## src/rx_status_pkg.sv

```systemverilog
// constants for the receive-port status and write-paging register bank
package rx_status_pkg;
  localparam int NUM_PORTS = 2;
  localparam int NUM_SRC = 3;
  // register offsets
  localparam logic [7:0] ADDR_PAGE_SEL = 8'h4c;
  localparam logic [7:0] ADDR_STS_ONE = 8'h4d;
  localparam logic [7:0] ADDR_STS_TWO = 8'h4e;
  localparam logic [7:0] ADDR_PAR_CNT_HI = 8'h55;
  localparam logic [7:0] ADDR_PAR_CNT_LO = 8'h56;
  localparam logic [7:0] ADDR_PAR_LIM_HI = 8'h57;
  localparam logic [7:0] ADDR_PAR_LIM_LO = 8'h58;
  // page-select fields
  localparam int SEL_WE0_BIT = 0;
  localparam int SEL_WE1_BIT = 1;
  localparam int SEL_RD_BIT = 4;
  localparam int SEL_PHYS_LSB = 6;
  localparam logic [7:0] SEL_WMASK = 8'h13;
  // access sources
  localparam logic [1:0] SRC_LOCAL = 2'h0;
  localparam logic [1:0] SRC_BCC0 = 2'h1;
  localparam logic [1:0] SRC_BCC1 = 2'h2;
  // page-select reset values per access source
  localparam logic [7:0] SEL_RST_LOCAL = 8'h00;
  localparam logic [7:0] SEL_RST_BCC0 = 8'h01;
  localparam logic [7:0] SEL_RST_BCC1 = 8'h12;
  // status one fields
  localparam int STS1_PORT_BIT = 6;
  localparam int STS1_CRC_BIT = 5;
  localparam int STS1_LCHG_BIT = 4;
  localparam int STS1_SEQ_BIT = 3;
  localparam int STS1_PAR_BIT = 2;
  localparam int STS1_PASS_BIT = 1;
  localparam int STS1_LOCK_BIT = 0;
  // status two fields
  localparam int STS2_ENC_BIT = 5;
  // parity counter and threshold
  localparam logic [15:0] PAR_CNT_RST = 16'h0000;
  localparam logic [15:0] PAR_CNT_ONE = 16'h0001;
  localparam logic [15:0] PAR_CNT_MAX = 16'hffff;
  localparam logic [15:0] PAR_LIM_RST = 16'h0001;
  localparam logic [7:0] BYTE_ZERO = 8'h00;
endpackage

```

## src/rx_port_status_regs.sv

```systemverilog
// receive-port status flags and paged write gating for a two-port link receiver
//
// Notes on behaviour
// page-select bit 0 lets host writes reach port 0 paged registers only when set.
// page-select bit 1 lets host writes reach port 1 paged registers only when set.
// with both enables set one paged write updates both ports together.
// control-channel access defaults its own port enable to 1, local access defaults both to 0.
// status one bit 6 reports the port currently selected for readback.
// status one bit 5 latches a control-channel crc error and clears on read.
// status one bit 3 latches a control-channel sequence error and clears on read.
// status one bit 2 latches when the parity count exceeds the programmed limit.
// the parity flag clears only together with the parity count, not on a status read.
// status one bit 1 shows live whether the input meets the pass criteria.
// status one bit 0 shows live whether the receiver is locked.
// status two bit 5 latches a line-encoding error and clears on read.
// a read-port field picks the port returned on reads, default 0 locally, own port remotely.
// the parity count clears on valid lock or a read of its low byte, clearing the flag too.
// an error arriving in the cycle of a clearing read leaves the flag set.
`timescale 1ns/1ps
module rx_port_status_regs (
  input wire logic clk_sys,
  input wire logic rstn,
  input wire logic reg_wr,
  input wire logic reg_rd,
  input wire logic [7:0] reg_addr,
  input wire logic [7:0] reg_wdata,
  input wire logic reg_src_bcc,
  input wire logic reg_src_port,
  output logic [7:0] reg_rdata,
  output logic reg_rvalid,
  input wire logic [1:0] crc_err_evt,
  input wire logic [1:0] seq_err_evt,
  input wire logic [1:0] parity_err_evt,
  input wire logic [1:0] encode_err_evt,
  input wire logic [1:0] receiver_locked,
  input wire logic [1:0] pass_ok
);

  function automatic logic latch_next(input logic flag, input logic set, input logic clr);
    latch_next = set | (flag & ~clr);
  endfunction

  ////////////////////////////////////////////////////////////////////////////
  // access source and page selection
  logic [7:0] sel_reg [rx_status_pkg::NUM_SRC];
  wire [1:0] src = reg_src_bcc ? (reg_src_port ? rx_status_pkg::SRC_BCC1
                                               : rx_status_pkg::SRC_BCC0)
                               : rx_status_pkg::SRC_LOCAL;
  wire [7:0] cur_sel = sel_reg[src];
  wire [1:0] wr_en = {cur_sel[rx_status_pkg::SEL_WE1_BIT], cur_sel[rx_status_pkg::SEL_WE0_BIT]};
  wire rp = cur_sel[rx_status_pkg::SEL_RD_BIT];
  wire [1:0] phys_port = reg_src_bcc ? {1'b0, reg_src_port} : 2'h0;

  wire wr_sel = reg_wr && (reg_addr == rx_status_pkg::ADDR_PAGE_SEL);
  wire wr_lim_hi = reg_wr && (reg_addr == rx_status_pkg::ADDR_PAR_LIM_HI);
  wire wr_lim_lo = reg_wr && (reg_addr == rx_status_pkg::ADDR_PAR_LIM_LO);
  wire rd_sts1 = reg_rd && (reg_addr == rx_status_pkg::ADDR_STS_ONE);
  wire rd_sts2 = reg_rd && (reg_addr == rx_status_pkg::ADDR_STS_TWO);
  wire rd_cnt_lo = reg_rd && (reg_addr == rx_status_pkg::ADDR_PAR_CNT_LO);
  wire [7:0] next_sel = (cur_sel & ~rx_status_pkg::SEL_WMASK)
                      | (reg_wdata & rx_status_pkg::SEL_WMASK);

  // each source keeps its own select copy so its defaults hold
  always_ff @(posedge clk_sys or negedge rstn) begin
    if (!rstn) begin
      sel_reg[rx_status_pkg::SRC_LOCAL] <= rx_status_pkg::SEL_RST_LOCAL; // see R4
      sel_reg[rx_status_pkg::SRC_BCC0] <= rx_status_pkg::SEL_RST_BCC0; // see R4
      sel_reg[rx_status_pkg::SRC_BCC1] <= rx_status_pkg::SEL_RST_BCC1; // see R4
    end else if (wr_sel) begin
      sel_reg[src] <= next_sel;
    end
  end

  ////////////////////////////////////////////////////////////////////////////
  // per-port status and parity logic
  logic [1:0] crc_flag;
  logic [1:0] seq_flag;
  logic [1:0] par_flag;
  logic [1:0] enc_flag;
  logic [1:0] lock_change_flag;
  logic [1:0] lock_prev;
  logic [15:0] par_cnt [rx_status_pkg::NUM_PORTS];
  logic [15:0] par_lim [rx_status_pkg::NUM_PORTS];
  wire [1:0] par_clr;
  wire [1:0] rd_here;
  wire [1:0] over_lim;

  genvar p;
  generate
    for (p = 0; p < rx_status_pkg::NUM_PORTS; p++) begin : g_port
      wire wr_here = wr_en[p]; // see R1 see R2
      wire lock_rise = receiver_locked[p] & ~lock_prev[p];
      assign rd_here[p] = (rp == 1'(p));
      assign par_clr[p] = lock_rise | (rd_cnt_lo & rd_here[p]);
      assign over_lim[p] = par_cnt[p] > par_lim[p];
      wire [15:0] cnt_inc = (par_cnt[p] == rx_status_pkg::PAR_CNT_MAX) ? par_cnt[p]
                          : par_cnt[p] + rx_status_pkg::PAR_CNT_ONE;
      wire [15:0] next_cnt = par_clr[p] ? (parity_err_evt[p] ? rx_status_pkg::PAR_CNT_ONE
                                                             : rx_status_pkg::PAR_CNT_RST)
                           : (parity_err_evt[p] ? cnt_inc : par_cnt[p]);

      always_ff @(posedge clk_sys or negedge rstn) begin
        if (!rstn) begin
          crc_flag[p] <= 1'b0;
          seq_flag[p] <= 1'b0;
          enc_flag[p] <= 1'b0;
          lock_change_flag[p] <= 1'b0;
          lock_prev[p] <= 1'b0;
          par_flag[p] <= 1'b0;
          par_cnt[p] <= rx_status_pkg::PAR_CNT_RST;
        end else begin
          crc_flag[p] <= latch_next(crc_flag[p], crc_err_evt[p],
                                    rd_sts1 & rd_here[p]); // see R6
          seq_flag[p] <= latch_next(seq_flag[p], seq_err_evt[p],
                                    rd_sts1 & rd_here[p]); // see R7
          enc_flag[p] <= latch_next(enc_flag[p], encode_err_evt[p],
                                    rd_sts2 & rd_here[p]); // see R12
          lock_change_flag[p] <= latch_next(lock_change_flag[p],
                                            receiver_locked[p] ^ lock_prev[p],
                                            rd_sts1 & rd_here[p]);
          lock_prev[p] <= receiver_locked[p];
          par_flag[p] <= par_clr[p] ? 1'b0 : (par_flag[p] | over_lim[p]); // see R8 see R9
          par_cnt[p] <= next_cnt;
        end
      end

      always_ff @(posedge clk_sys or negedge rstn) begin
        if (!rstn) begin
          par_lim[p] <= rx_status_pkg::PAR_LIM_RST;
        end else if (wr_here && wr_lim_hi) begin
          par_lim[p][15:8] <= reg_wdata; // see R1 see R2
        end else if (wr_here && wr_lim_lo) begin
          par_lim[p][7:0] <= reg_wdata; // see R1 see R2
        end
      end
    end
  endgenerate

  ////////////////////////////////////////////////////////////////////////////
  // read data
  wire [7:0] sts_one = {1'b0, rp, crc_flag[rp], lock_change_flag[rp], seq_flag[rp],
                        par_flag[rp], pass_ok[rp], receiver_locked[rp]}; // see R5 see R10
  wire [7:0] sts_two = {2'b00, enc_flag[rp], 5'h00};
  wire [7:0] sel_read = {phys_port, cur_sel[5:0]};
  wire [7:0] next_rdata =
      (reg_addr == rx_status_pkg::ADDR_PAGE_SEL) ? sel_read :
      (reg_addr == rx_status_pkg::ADDR_STS_ONE) ? sts_one :
      (reg_addr == rx_status_pkg::ADDR_STS_TWO) ? sts_two :
      (reg_addr == rx_status_pkg::ADDR_PAR_CNT_HI) ? par_cnt[rp][15:8] :
      (reg_addr == rx_status_pkg::ADDR_PAR_CNT_LO) ? par_cnt[rp][7:0] :
      (reg_addr == rx_status_pkg::ADDR_PAR_LIM_HI) ? par_lim[rp][15:8] :
      (reg_addr == rx_status_pkg::ADDR_PAR_LIM_LO) ? par_lim[rp][7:0] :
      rx_status_pkg::BYTE_ZERO;

  always_ff @(posedge clk_sys or negedge rstn) begin
    if (!rstn) begin
      reg_rdata <= rx_status_pkg::BYTE_ZERO;
      reg_rvalid <= 1'b0;
    end else begin
      reg_rvalid <= reg_rd;
      if (reg_rd) begin
        reg_rdata <= next_rdata;
      end
    end
  end
endmodule

```

## config.mk

```make
export PLATFORM = sky130hd
export DESIGN_NAME = rx_port_status_regs
export DESIGN_NICKNAME = d
export VERILOG_FILES = /design/src/rx_status_pkg.sv /design/src/rx_port_status_regs.sv
export SDC_FILE = /design/constraint.sdc
export NUM_CORES = 1
export LEC_CHECK = 0
export BUFFER_PORTS_ARGS = -buffer_cell sky130_fd_sc_hd__buf_2
export CAP_MARGIN = 20
export CORE_MARGIN = 5
export CORE_UTILIZATION = 41
export DETAILED_ROUTE_END_ITERATION = 10
export REMOVE_ABC_BUFFERS = 1
export SYNTH_ARGS = -nofsm -noshare
export SYNTH_HDL_FRONTEND = slang
export SYNTH_SLANG_ARGS = --single-unit
```

## constraint.sdc

```tcl
create_clock -name clk_sys -period 2.6 [get_ports clk_sys]
set_input_delay 0.65 -clock clk_sys [delete_from_list [all_inputs] [get_ports clk_sys]]
set_output_delay 0.65 -clock clk_sys [all_outputs]
set_load 0.05 [all_outputs]
```

* After elaboration in Yosys (flattened, before gate mapping) *
Cells that the tools add are included.

word-level totals
  bits in registers = 109
  bits of input ports = 34
  output and inout bits = 9
  logic and storage cells = 147

operators by class
  equality and inequality tests = 11
  bitwise gates (word level) = 42
  $lt $le $gt $ge = 6
  reduce and logical (&&, ||, !) cells = 17
  add/sub/neg operators = 2
  multiplexer cells = 46

operators by type and width
  kind                                                                           count
  16-bit 2-to-1 mux                                                              12
  8-bit 2-to-1 mux                                                               10
  8-bit by 7-bit == test with 1-bit output (second input constant)               7
  16-bit by 1-bit adder with 16-bit output (second input constant)               2
  16-bit == test (second input constant)                                         2
  16-bit > comparator                                                            2
  24-bit bitwise mux                                                             1
  1-bit 2-to-1 mux                                                               19
  1-bit AND                                                                      16
  8-bit binary-select mux with 2-bit select                                      1
  8-bit demux with 2-bit select                                                  1
  1-bit OR                                                                       12
  1-bit logical AND                                                              11
  1-bit NOT                                                                      9
  8-bit by 5-bit OR with 8-bit output                                            1
  2-bit AND reduction                                                            4
  2-bit 2-to-1 mux                                                               2
  2-bit inequality test (second input constant)                                  2
  2-bit nonzero test                                                             2
  3-bit greater-or-equal comparator (second input constant)                      1
  3-bit by 1-bit less-than comparator with 1-bit output (second input constant)  1
  2-bit NOT with 3-bit output                                                    1
  2-bit greater-or-equal comparator (second input constant)                      1
  1-bit by 2-bit less-than comparator with 1-bit output (second input constant)  1
  other kinds (2)                                                                3

* Logic depth before layout (Yosys ltp) *
Gate-level depths: netlist (run 1).

  depth after elaboration = 17
  gate-level depth with buffers = 8
  depth with buffers taken out = 7

* Worst setup path after synthesis (run 1) *
Ideal clock, no wire load.

  path kind = input to register
  start point = input port reg_src_port
  end point = register reg_rdata[2]
  setup time = 0.122 ns
  arrival = 2.116 ns
  stages = 8
  required time = 2.478 ns
  buffers on the path = 3
  path slack = 0.363 ns
  path through = buf_6 > mux2_4 > a21oi_2 > buf_6 > buf_6 > mux2i_1 > o221ai_1 > a32o_1

between the ends
  longest elaborated chain between the ends = 17
  elaborated cells on any way between the ends = 22
  classes of those cells = mux: 20; bitwise: 2

ends and longest elaborated chain
  item                                                    line                        source
  from (decl)                                             rx_port_status_regs.sv:28   input wire logic reg_src_port,
  2-bit 2-to-1 mux * (2 in series)                        rx_port_status_regs.sv:46   wire [1:0] src = reg_src_bcc ? (reg_src_port ? rx_status_pkg::SRC_BCC1
  2-bit NOT with 3-bit output (implied by the code) *     rx_port_status_regs.sv:49   wire [7:0] cur_sel = sel_reg[src];
  8-bit binary-select mux with 2-bit select *             rx_port_status_regs.sv:49
  8-bit 2-to-1 mux (implied by the code) * (2 in series)  rx_port_status_regs.sv:49
  1-bit NOT with 2-bit output (implied by the code)       --
  16-bit 2-to-1 mux (implied by the code) (3 in series)   rx_port_status_regs.sv:152  (reg_addr == rx_status_pkg::ADDR_PAR_LIM_LO) ? par_lim[rp][7:0] :
  8-bit 2-to-1 mux                                        rx_port_status_regs.sv:152
  8-bit 2-to-1 mux                                        rx_port_status_regs.sv:151  (reg_addr == rx_status_pkg::ADDR_PAR_LIM_HI) ? par_lim[rp][15:8] :
  8-bit 2-to-1 mux                                        rx_port_status_regs.sv:150  (reg_addr == rx_status_pkg::ADDR_PAR_CNT_LO) ? par_cnt[rp][7:0] :
  8-bit 2-to-1 mux                                        rx_port_status_regs.sv:149  (reg_addr == rx_status_pkg::ADDR_PAR_CNT_HI) ? par_cnt[rp][15:8] :
  8-bit 2-to-1 mux                                        rx_port_status_regs.sv:148  (reg_addr == rx_status_pkg::ADDR_STS_TWO) ? sts_two :
  8-bit 2-to-1 mux                                        rx_port_status_regs.sv:147  (reg_addr == rx_status_pkg::ADDR_STS_ONE) ? sts_one :
  8-bit 2-to-1 mux *                                      rx_port_status_regs.sv:146  (reg_addr == rx_status_pkg::ADDR_PAGE_SEL) ? sel_read :
  to (signal assigned)                                    rx_port_status_regs.sv:157  reg_rdata <= rx_status_pkg::BYTE_ZERO;
  to (signal assigned)                                    rx_port_status_regs.sv:162  reg_rdata <= next_rdata;
  to (decl)                                               rx_port_status_regs.sv:29   output logic [7:0] reg_rdata,

Mark *: on every way between the ends. The rest lies on a longest branch, timed or not. The select of a mux whose other input is x is not followed.
A chain may end at the register's enable or synchronous reset.

* Final worst setup path (run 1) *
  start point = register par_cnt[6] (netlist name)
  end point = register par_cnt[0] (netlist name)

between the ends
  longest elaborated chain between the ends = 3

ends and longest elaborated chain
  item                               line                        source
  from (decl)                        rx_port_status_regs.sv:82   logic [15:0] par_cnt [rx_status_pkg::NUM_PORTS];
  from (signal, indexed assignment)  rx_port_status_regs.sv:110  par_cnt[p] <= rx_status_pkg::PAR_CNT_RST;
  from (signal, indexed assignment)  rx_port_status_regs.sv:123  par_cnt[p] <= next_cnt;
  16-bit == test                     rx_port_status_regs.sv:96   wire [15:0] cnt_inc = (par_cnt[p] == rx_status_pkg::PAR_CNT_MAX) ? par_cnt[p]
  2-bit inequality test (no line)    --
  2-bit AND reduction (no line)      --

Every way passes these cells.

==> results of run 1 <==
## power breakdown
group / total (W) / switching [W] / internal, W
registers: 0.00174 / 0.0000747 / 0.00166
clock network: 0.00128 / 0.000630 / 0.000653
logic: 0.000445 / 0.000281 / 0.000164
total: 0.00346 / 0.000985 / 0.00248
## worst paths after layout
check | end | slack, ns
max | par_cnt[0] | 0.37
min | par_cnt[26] | 0.32
max reg2reg | par_cnt[0] | 0.37
min reg2reg | sel_reg[5] | 0.38
max in group asynchronous | par_lim[16] | 1.60
min in group clk_sys | sel_reg[5] | 0.38
## cells by family after synthesis
| kind of cell | Yosys count | share of synthesized area, % |
|---|---|---|
| multiplexers | 50 | 8.733 |
| buffers and inverters | 84 | 6.019 |
| XOR/XNOR | 27 | 3.856 |
| adder cells (fa/ha/maj) | 36 | 7.345 |
| flip-flops | 103 | 42.13 |
| AND/OR/NAND/NOR | 219 | 17.87 |
| AO/OA/AOI/OAI | 127 | 14.04 |
## Yosys cell counts (all sizes together) (5+ instances only)
library cell / count
xor2: 12
a211oi: 10
buf: 23
or2: 6
xnor2: 15
nor2: 42
a32oi: 5
mux2i: 34
dfrtp: 98
mux2: 15
o221ai: 11
nor2b: 5
nand4: 20
and3: 13
nor3: 9
nor4: 8
a21oi: 15
ha: 36
clkbuf: 17
a21o: 9
inv: 44
nand3: 27
a32o: 5
o21ai: 45
nand2: 68
dfstp: 5
## worst max-delay path, delay by kind of cell (launching register included)
kind | cells | cell delay, ns
simple gates | 3 | 1.33
flops | 1 | 0.50
compound gates | 2 | 0.26
## layout make-up
| cell class | count | area share [%] |
|---|---|---|
| multi-input cells | 459 | 46.51 |
| flip-flops and latches | 103 | 37.75 |
| repair buffers | 61 | 5.923 |
| well taps | 184 | 3.364 |
| clock buffers | 10 | 3.346 |
| inverters | 44 | 2.413 |
| clock inverters | 6 | 0.6947 |
## per-stage QoR
stage                     util (%)  hold WS, ns  worst slack (ns)
after floorplan                  -       0.3486           -0.1918
after global placement       45.02       0.3598            0.1971
after detailed placement     45.02       0.3646            0.1931
after CTS                    46.91       0.3447            0.3979
after global routing         46.91       0.3672            0.2338
final                        46.91       0.3170            0.3740
## placed cells by master (no fill, tap or decap), drive strengths merged, types with 10 or more instances in the layout
| cell | synthesis | layout |
|---|---|---|
| buf | 23 | 61 |
| ha | 36 | 36 |
| a211oi | 10 | 10 |
| nor2 | 42 | 42 |
| xor2 | 12 | 12 |
| and3 | 13 | 13 |
| o21ai | 45 | 45 |
| nand3 | 27 | 27 |
| xnor2 | 15 | 15 |
| inv | 44 | 44 |
| nand4 | 20 | 20 |
| mux2i | 34 | 34 |
| a21oi | 15 | 15 |
| clkbuf | 17 | 10 |
| o221ai | 11 | 11 |
| nand2 | 68 | 68 |
| dfrtp | 98 | 98 |
| mux2 | 15 | 15 |
## layer usage
layer  track usage, %  up-vias
li1                 -     2375
met1            27.95     2444
met2            30.77      177
met3            4.580       24
met4            5.769        0
met5                0        -
==> load_flow_metrics.sql, run 1 <==
INSERT INTO impl_metrics (metric_group, metric, value, unit) VALUES
('synth', 'synth_warnings', '0', ''),
('synth', 'ys_async_sr_fraction', '100.0', '%'),
('job', 'max_cap_violations', '0', ''),
('placed_design', 'dp_hpwl', '13210', 'um'),
('worst_setup_path', 'critical_path.startpoint_type', 'flip-flop', ''),
('drt', 'num_vias', '5020', ''),
('synth', 'synth.top_cells.by_area', 'sky130_fd_sc_hd__dfrtp_1 40%, sky130_fd_sc_hd__ha_1 7.3%, sky130_fd_sc_hd__mux2i_1 5.5%, sky130_fd_sc_hd__nand2_1 4.2%, sky130_fd_sc_hd__o21ai_0 3.6%', ''),
('clocking', 'holdBufCountCts', '0', ''),
('clocking', 'cts.sink_count', '103', ''),
('drt', 'met2RoutedLength', '7961', 'um'),
('drt', 'antenna_left', '0', ''),
('grt', 'groute.usage.overall', '19.89', '%'),
('die', 'initial_core_util', '42.03', '%'),
('synth', 'synth.yosys.seq_area_share', '42.13', '%'),
('synth', 'ys_seq_elements', '103', ''),
('placed_design', 'gpl.final_weighted_congestion', '0.9397', ''),
('drt', 'topRoutingLayerUsed', 'met4', ''),
('worst_setup_path', 'end_kind', 'flip-flop', ''),
('worst_setup_path', 'number_of_cells_traversed_by_the_worst_register_to_register_path', '5', ''),
('clocking', 'cts_inserted_buffers', '9', ''),
('cells_and_area', 'n_fill_cell', '1358', ''),
('worst_setup_path', 'path_cells', 'nand4_1 -> or4_1 -> nand2_1 -> a2bb2oi_1 -> o21ai_0', ''),
('placed_design', 'placed_area', '6568', 'um2'),
('drt', 'wl_met1', '7981', 'um'),
('drt', 'drt-wirelength-per-cell', '20.01', 'um'),
('synth', 'cell_area_after_synthesis', '6132', 'um2'),
('synth', 'post-synth-top-area-cell', 'sky130_fd_sc_hd__dfrtp_1', ''),
('cells_and_area', 'diodes', '0', ''),
('timing', 'rel_slew_slack', '53.92', '%'),
('clocking', 'max-clock-path-buffers', '2', ''),
('worst_setup_path', 'worst-path-max-fanout', '14', ''),
('clocking', 'h-tree-depth', '3', ''),
('worst_setup_path', 'worst-setup-path-type', 'flip-flop to flip-flop', ''),
('drt', 'drt-pass1-iter-count', '5', ''),
('timing', 'hold_viol', '0', ''),
('drt', 'drc', '0', ''),
('placed_design', 'port-buffer-count', '42', ''),
('grt', 'grt_first_pass_wirelength', '27720', 'um'),
('worst_hold_path', 'hp-class', 'primary input to asynchronous set/reset pin', ''),
('timing', 'clock.fmax', '449.2', 'MHz'),
('timing', 'tightest_slew', '0.6850', 'ns'),
('drt', 'via_per_inst', '5.790', ''),
('cells_and_area', 'design_area', '6844', 'um2'),
('worst_setup_path', 'crit_path_start', 'par_cnt[6]', ''),
('timing', 'layout_min_cycle_time', '2.226', 'ns'),
('cells_and_area', 'regArea', '2584', 'um2'),
('pwr', 'irDropWorstVdd', '0.0003020', 'V'),
('placed_design', 'post-place-cells', '851', ''),
('synth', 'syn_area_per_cell', '9.492', 'um2'),
('die', 'core_area', '14590', 'um2'),
('clocking', 'worst_skew_pair.late_latency', '0.35', 'ns'),
('die', 'ios', '43', ''),
('grt', 'globalRoute.totalOverflow', '0', ''),
('grt', 'antenna_found_initial', '0', ''),
('clocking', 'cts_root_buf', 'sky130_fd_sc_hd__clkbuf_16', ''),
('timing', 'fin_skew', '0.005522', 'ns'),
('die', 'placement_rows', '44', ''),
('drt', 'wl_met3', '1022', 'um'),
('clocking', 'path_clk_slew', '0.07', 'ns'),
('worst_setup_path', 'signal_arrival_time_at_the_worst_endpoint', '2.44', 'ns'),
('cells_and_area', 'multi_input_comb_area', '3183', 'um2'),
('cells_and_area', 'fin_nets', '748', ''),
('timing', 'finalSetupViolations', '0', ''),
('pwr', 'power.static_leakage', '3.278', 'nW'),
('die', 'die-area', '17500', 'um2'),
('die', 'die-height', '132.3', 'um'),
('worst_setup_path', 'critical_path.slowest_cell', 'sky130_fd_sc_hd__or4_1', ''),
('outcome', 'result_of_the_run', 'finished clean', ''),
('pwr', 'design_power_total', '0.003464', 'W'),
('synth', 'synth_top_cell_area_share', '39.99', '%'),
('cells_and_area', 'fin_cells', '867', '');
(Power assumes the default switching activity.)
==> inputs of run 2 (changes only) <==
==> constraint.sdc (replaced) <==
create_clock -name clk_sys -period 2.15 [get_ports clk_sys]
set_input_delay 0.5375 -clock clk_sys [delete_from_list [all_inputs] [get_ports clk_sys]]
set_output_delay 0.5375 -clock clk_sys [all_outputs]
set_load 0.05 [all_outputs]
==> run 2 against run 1 <==
Against the previous run:
- largest power group unchanged
- register-to-register slack got worse by 0.24 ns
- hold slack got worse by 0.17 ns
- sequential share of layout area fell by 1.6 points
==> load_flow_metrics.sql, run 2 (synthesis gave the netlist of run 1 again) <==
INSERT INTO impl_metrics (metric_group, metric, value, unit) VALUES
('drt', 'num_vias', '5155', ''),
('drt', 'drc', '0', ''),
('cells_and_area', 'diodes', '0', ''),
('timing', 'final.period_utilization', '93.90', '%'),
('timing', 'rsz0062_at_grt', 'false', ''),
('clocking', 'ctsResizeCount', '0', ''),
('placed_design', 'gpl.final_weighted_congestion', '0.9085', ''),
('pwr', 'power.static_leakage', '3.475', 'nW'),
('clocking', 'holdBufCountCts', '0', ''),
('outcome', 'result_of_the_run', 'finished clean', ''),
('worst_setup_path', 'critical_path.startpoint_type', 'flip-flop', ''),
('worst_setup_path', 'worst-setup-path-type', 'flip-flop to flip-flop', ''),
('drt', 'drt-pass1-iter-count', '5', ''),
('drt', 'antenna_left', '0', ''),
('timing', 'layout_min_cycle_time', '2.019', 'ns'),
('clocking', 'h-tree-depth', '3', ''),
('grt', 'grt_first_pass_wirelength', '27950', 'um'),
('clocking', 'cts_inserted_buffers', '9', ''),
('placed_design', 'placed_area', '6875', 'um2'),
('cells_and_area', 'mostFrequentLayoutCell', 'sky130_fd_sc_hd__dfrtp_1', ''),
('clocking', 'tritoncts', 'yes', ''),
('timing', 'hold_viol', '0', ''),
('worst_setup_path', 'worst-endpoint-required', '2.39', 'ns'),
('cells_and_area', 'design_area', '7144', 'um2'),
('grt', 'globalRoute.totalOverflow', '0', ''),
('cells_and_area', 'areaGrowthSynthToFinish', '16.51', '%'),
('clocking', 'cts.sink_count', '103', ''),
('worst_setup_path', 'worst-path-max-fanout', '8', ''),
('timing', 'fin_skew', '0.01001', 'ns'),
('die', 'placement_rows', '44', ''),
('drt', 'initialDrtViolationCount', '421', ''),
('die', 'initial_core_util', '42.03', '%'),
('cells_and_area', 'fin_cells', '903', ''),
('worst_setup_path', 'end_kind', 'flip-flop', ''),
('grt', 'groute.usage.overall', '20.24', '%'),
('pwr', 'irDropWorstVdd', '0.0003942', 'V'),
('clocking', 'post-cts-setup-buffers', '0', ''),
('timing', 'finalSetupTns', '0', 'ns'),
('drt', 'via_per_inst', '5.709', ''),
('timing', 'finalMaxSlewViolations', '0', ''),
('grt', 'grt_start_max_net_pins', '39', ''),
('cells_and_area', 'fin_nets', '784', ''),
('clocking', 'max-clock-path-buffers', '2', ''),
('die', 'die-height', '132.3', 'um'),
('die', 'die_width', '132.3', 'um'),
('timing', 'rel_slew_slack', '49.64', '%'),
('worst_hold_path', 'hp-class', 'primary input to asynchronous set/reset pin', ''),
('timing', 'clock.fmax', '495.3', 'MHz'),
('grt', 'grt_pass1_vias', '5016', ''),
('placed_design', 'port-buffer-count', '42', ''),
('grt', 'antenna_found_initial', '0', ''),
('cells_and_area', 'drive_gt1_share', '20.58', '%'),
('placed_design', 'post-place-cells', '887', ''),
('job', 'max_cap_violations', '0', ''),
('drt', 'routed_wl', '17700', 'um'),
('worst_setup_path', 'signal_arrival_time_at_the_worst_endpoint', '2.25', 'ns'),
('cells_and_area', 'most_frequent_cells_in_the_layout', '98 x sky130_fd_sc_hd__dfrtp_1, 68 x sky130_fd_sc_hd__nand2_1, 49 x sky130_fd_sc_hd__buf_4, 44 x sky130_fd_sc_hd__inv_1, 44 x sky130_fd_sc_hd__o21ai_0', ''),
('timing', 'finalSetupViolations', '0', ''),
('die', 'ios', '43', ''),
('clocking', 'worst_skew_pair.late_latency', '0.36', 'ns'),
('clocking', 'path_clk_slew', '0.07', 'ns'),
('die', 'die-area', '17500', 'um2'),
('placed_design', 'dp_hpwl', '13850', 'um'),
('pwr', 'p_per_area', '589.2', 'nW/um2'),
('clocking', 'cts_root_buf', 'sky130_fd_sc_hd__clkbuf_16', ''),
('drt', 'drt-wirelength-per-cell', '19.60', 'um'),
('die', 'core_area', '14590', 'um2'),
('timing', 'hold_slack', '0.1423', 'ns'),
('timing', 'tightest_slew', '0.7475', 'ns'),
('cells_and_area', 'n_fill_cell', '1376', '');
## run 2: cell types whose count changed in the layout (fill, tap and decap cells not counted)
| cell | previous run | this run |
|---|---|---|
| sky130_fd_sc_hd__buf_12 | 4 | 7 |
| sky130_fd_sc_hd__buf_4 | 16 | 49 |
| sky130_fd_sc_hd__clkbuf_1 | 1 | 2 |
| sky130_fd_sc_hd__clkinv_2 | 0 | 1 |
| sky130_fd_sc_hd__clkinv_4 | 2 | 1 |
| sky130_fd_sc_hd__clkinvlp_4 | 4 | 3 |
## run 2: through the flow
| stage | total power, W | setup WS, ns | utilization [%] |
|---|---|---|---|
| after CTS | 0.004259 | 0.1545 | 48.97 |
| after global routing | 0.004380 | 0.03806 | 48.97 |
| final | 0.004210 | 0.1311 | 48.97 |
| after detailed placement | 0.002715 | -0.08186 | 47.13 |
| after floorplan | 0.002394 | -0.5293 | - |
| after global placement | 0.002697 | -0.05691 | 47.13 |
## run 2: worst paths after layout
kind,end,slack (ns),from,cells after the start
min in group clk_sys,lock_prev[1],0.33,receiver_locked[1],1
min reg2reg,sel_reg[18],0.37,sel_reg[18],0
min,par_cnt[29],0.14,rstn,1
max,par_cnt[15],0.13,par_cnt[9],6
max reg2reg,par_cnt[15],0.13,par_cnt[9],6
max in group asynchronous,par_lim[16],1.38,rstn,2
## run 2: area by class of cell
type,count,area (um2),share of cell area [%]
well taps,184,230.2,3.222
flip-flops and latches,103,2584,36.16
clock inverters,5,36.28,0.5079
inverters,44,165.2,2.312
clock buffers,11,232.7,3.257
multi-input cells,459,3183,44.55
repair buffers,97,713.2,9.982
## run 2: per-layer routing
layer,up-vias,track usage [%],wire [um]
met5,-,0,0
met2,161,31.13,8087
li1,2444,-,-
met4,0,7.466,533
met3,30,4.046,981
met1,2520,28.35,8092
## run 2: power by group
group | switching, W | total, W | leakage (nW) | internal, W
combinational | 0.000365 | 0.000595 | 2.15 | 0.000230
clock | 0.000746 | 0.00153 | 0.122 | 0.000786
sequential | 0.0000729 | 0.00208 | 1.20 | 0.00201
## run 2: critical path, stage by stage (launching register included)
cell and delay, ns:
sky130_fd_sc_hd__dfrtp_1 0.53, sky130_fd_sc_hd__nand4_2 0.15, sky130_fd_sc_hd__or4_1 0.68, sky130_fd_sc_hd__buf_4 0.23, sky130_fd_sc_hd__nand4_1 0.11, sky130_fd_sc_hd__xor2_1 0.15, sky130_fd_sc_hd__nor2_1 0.05
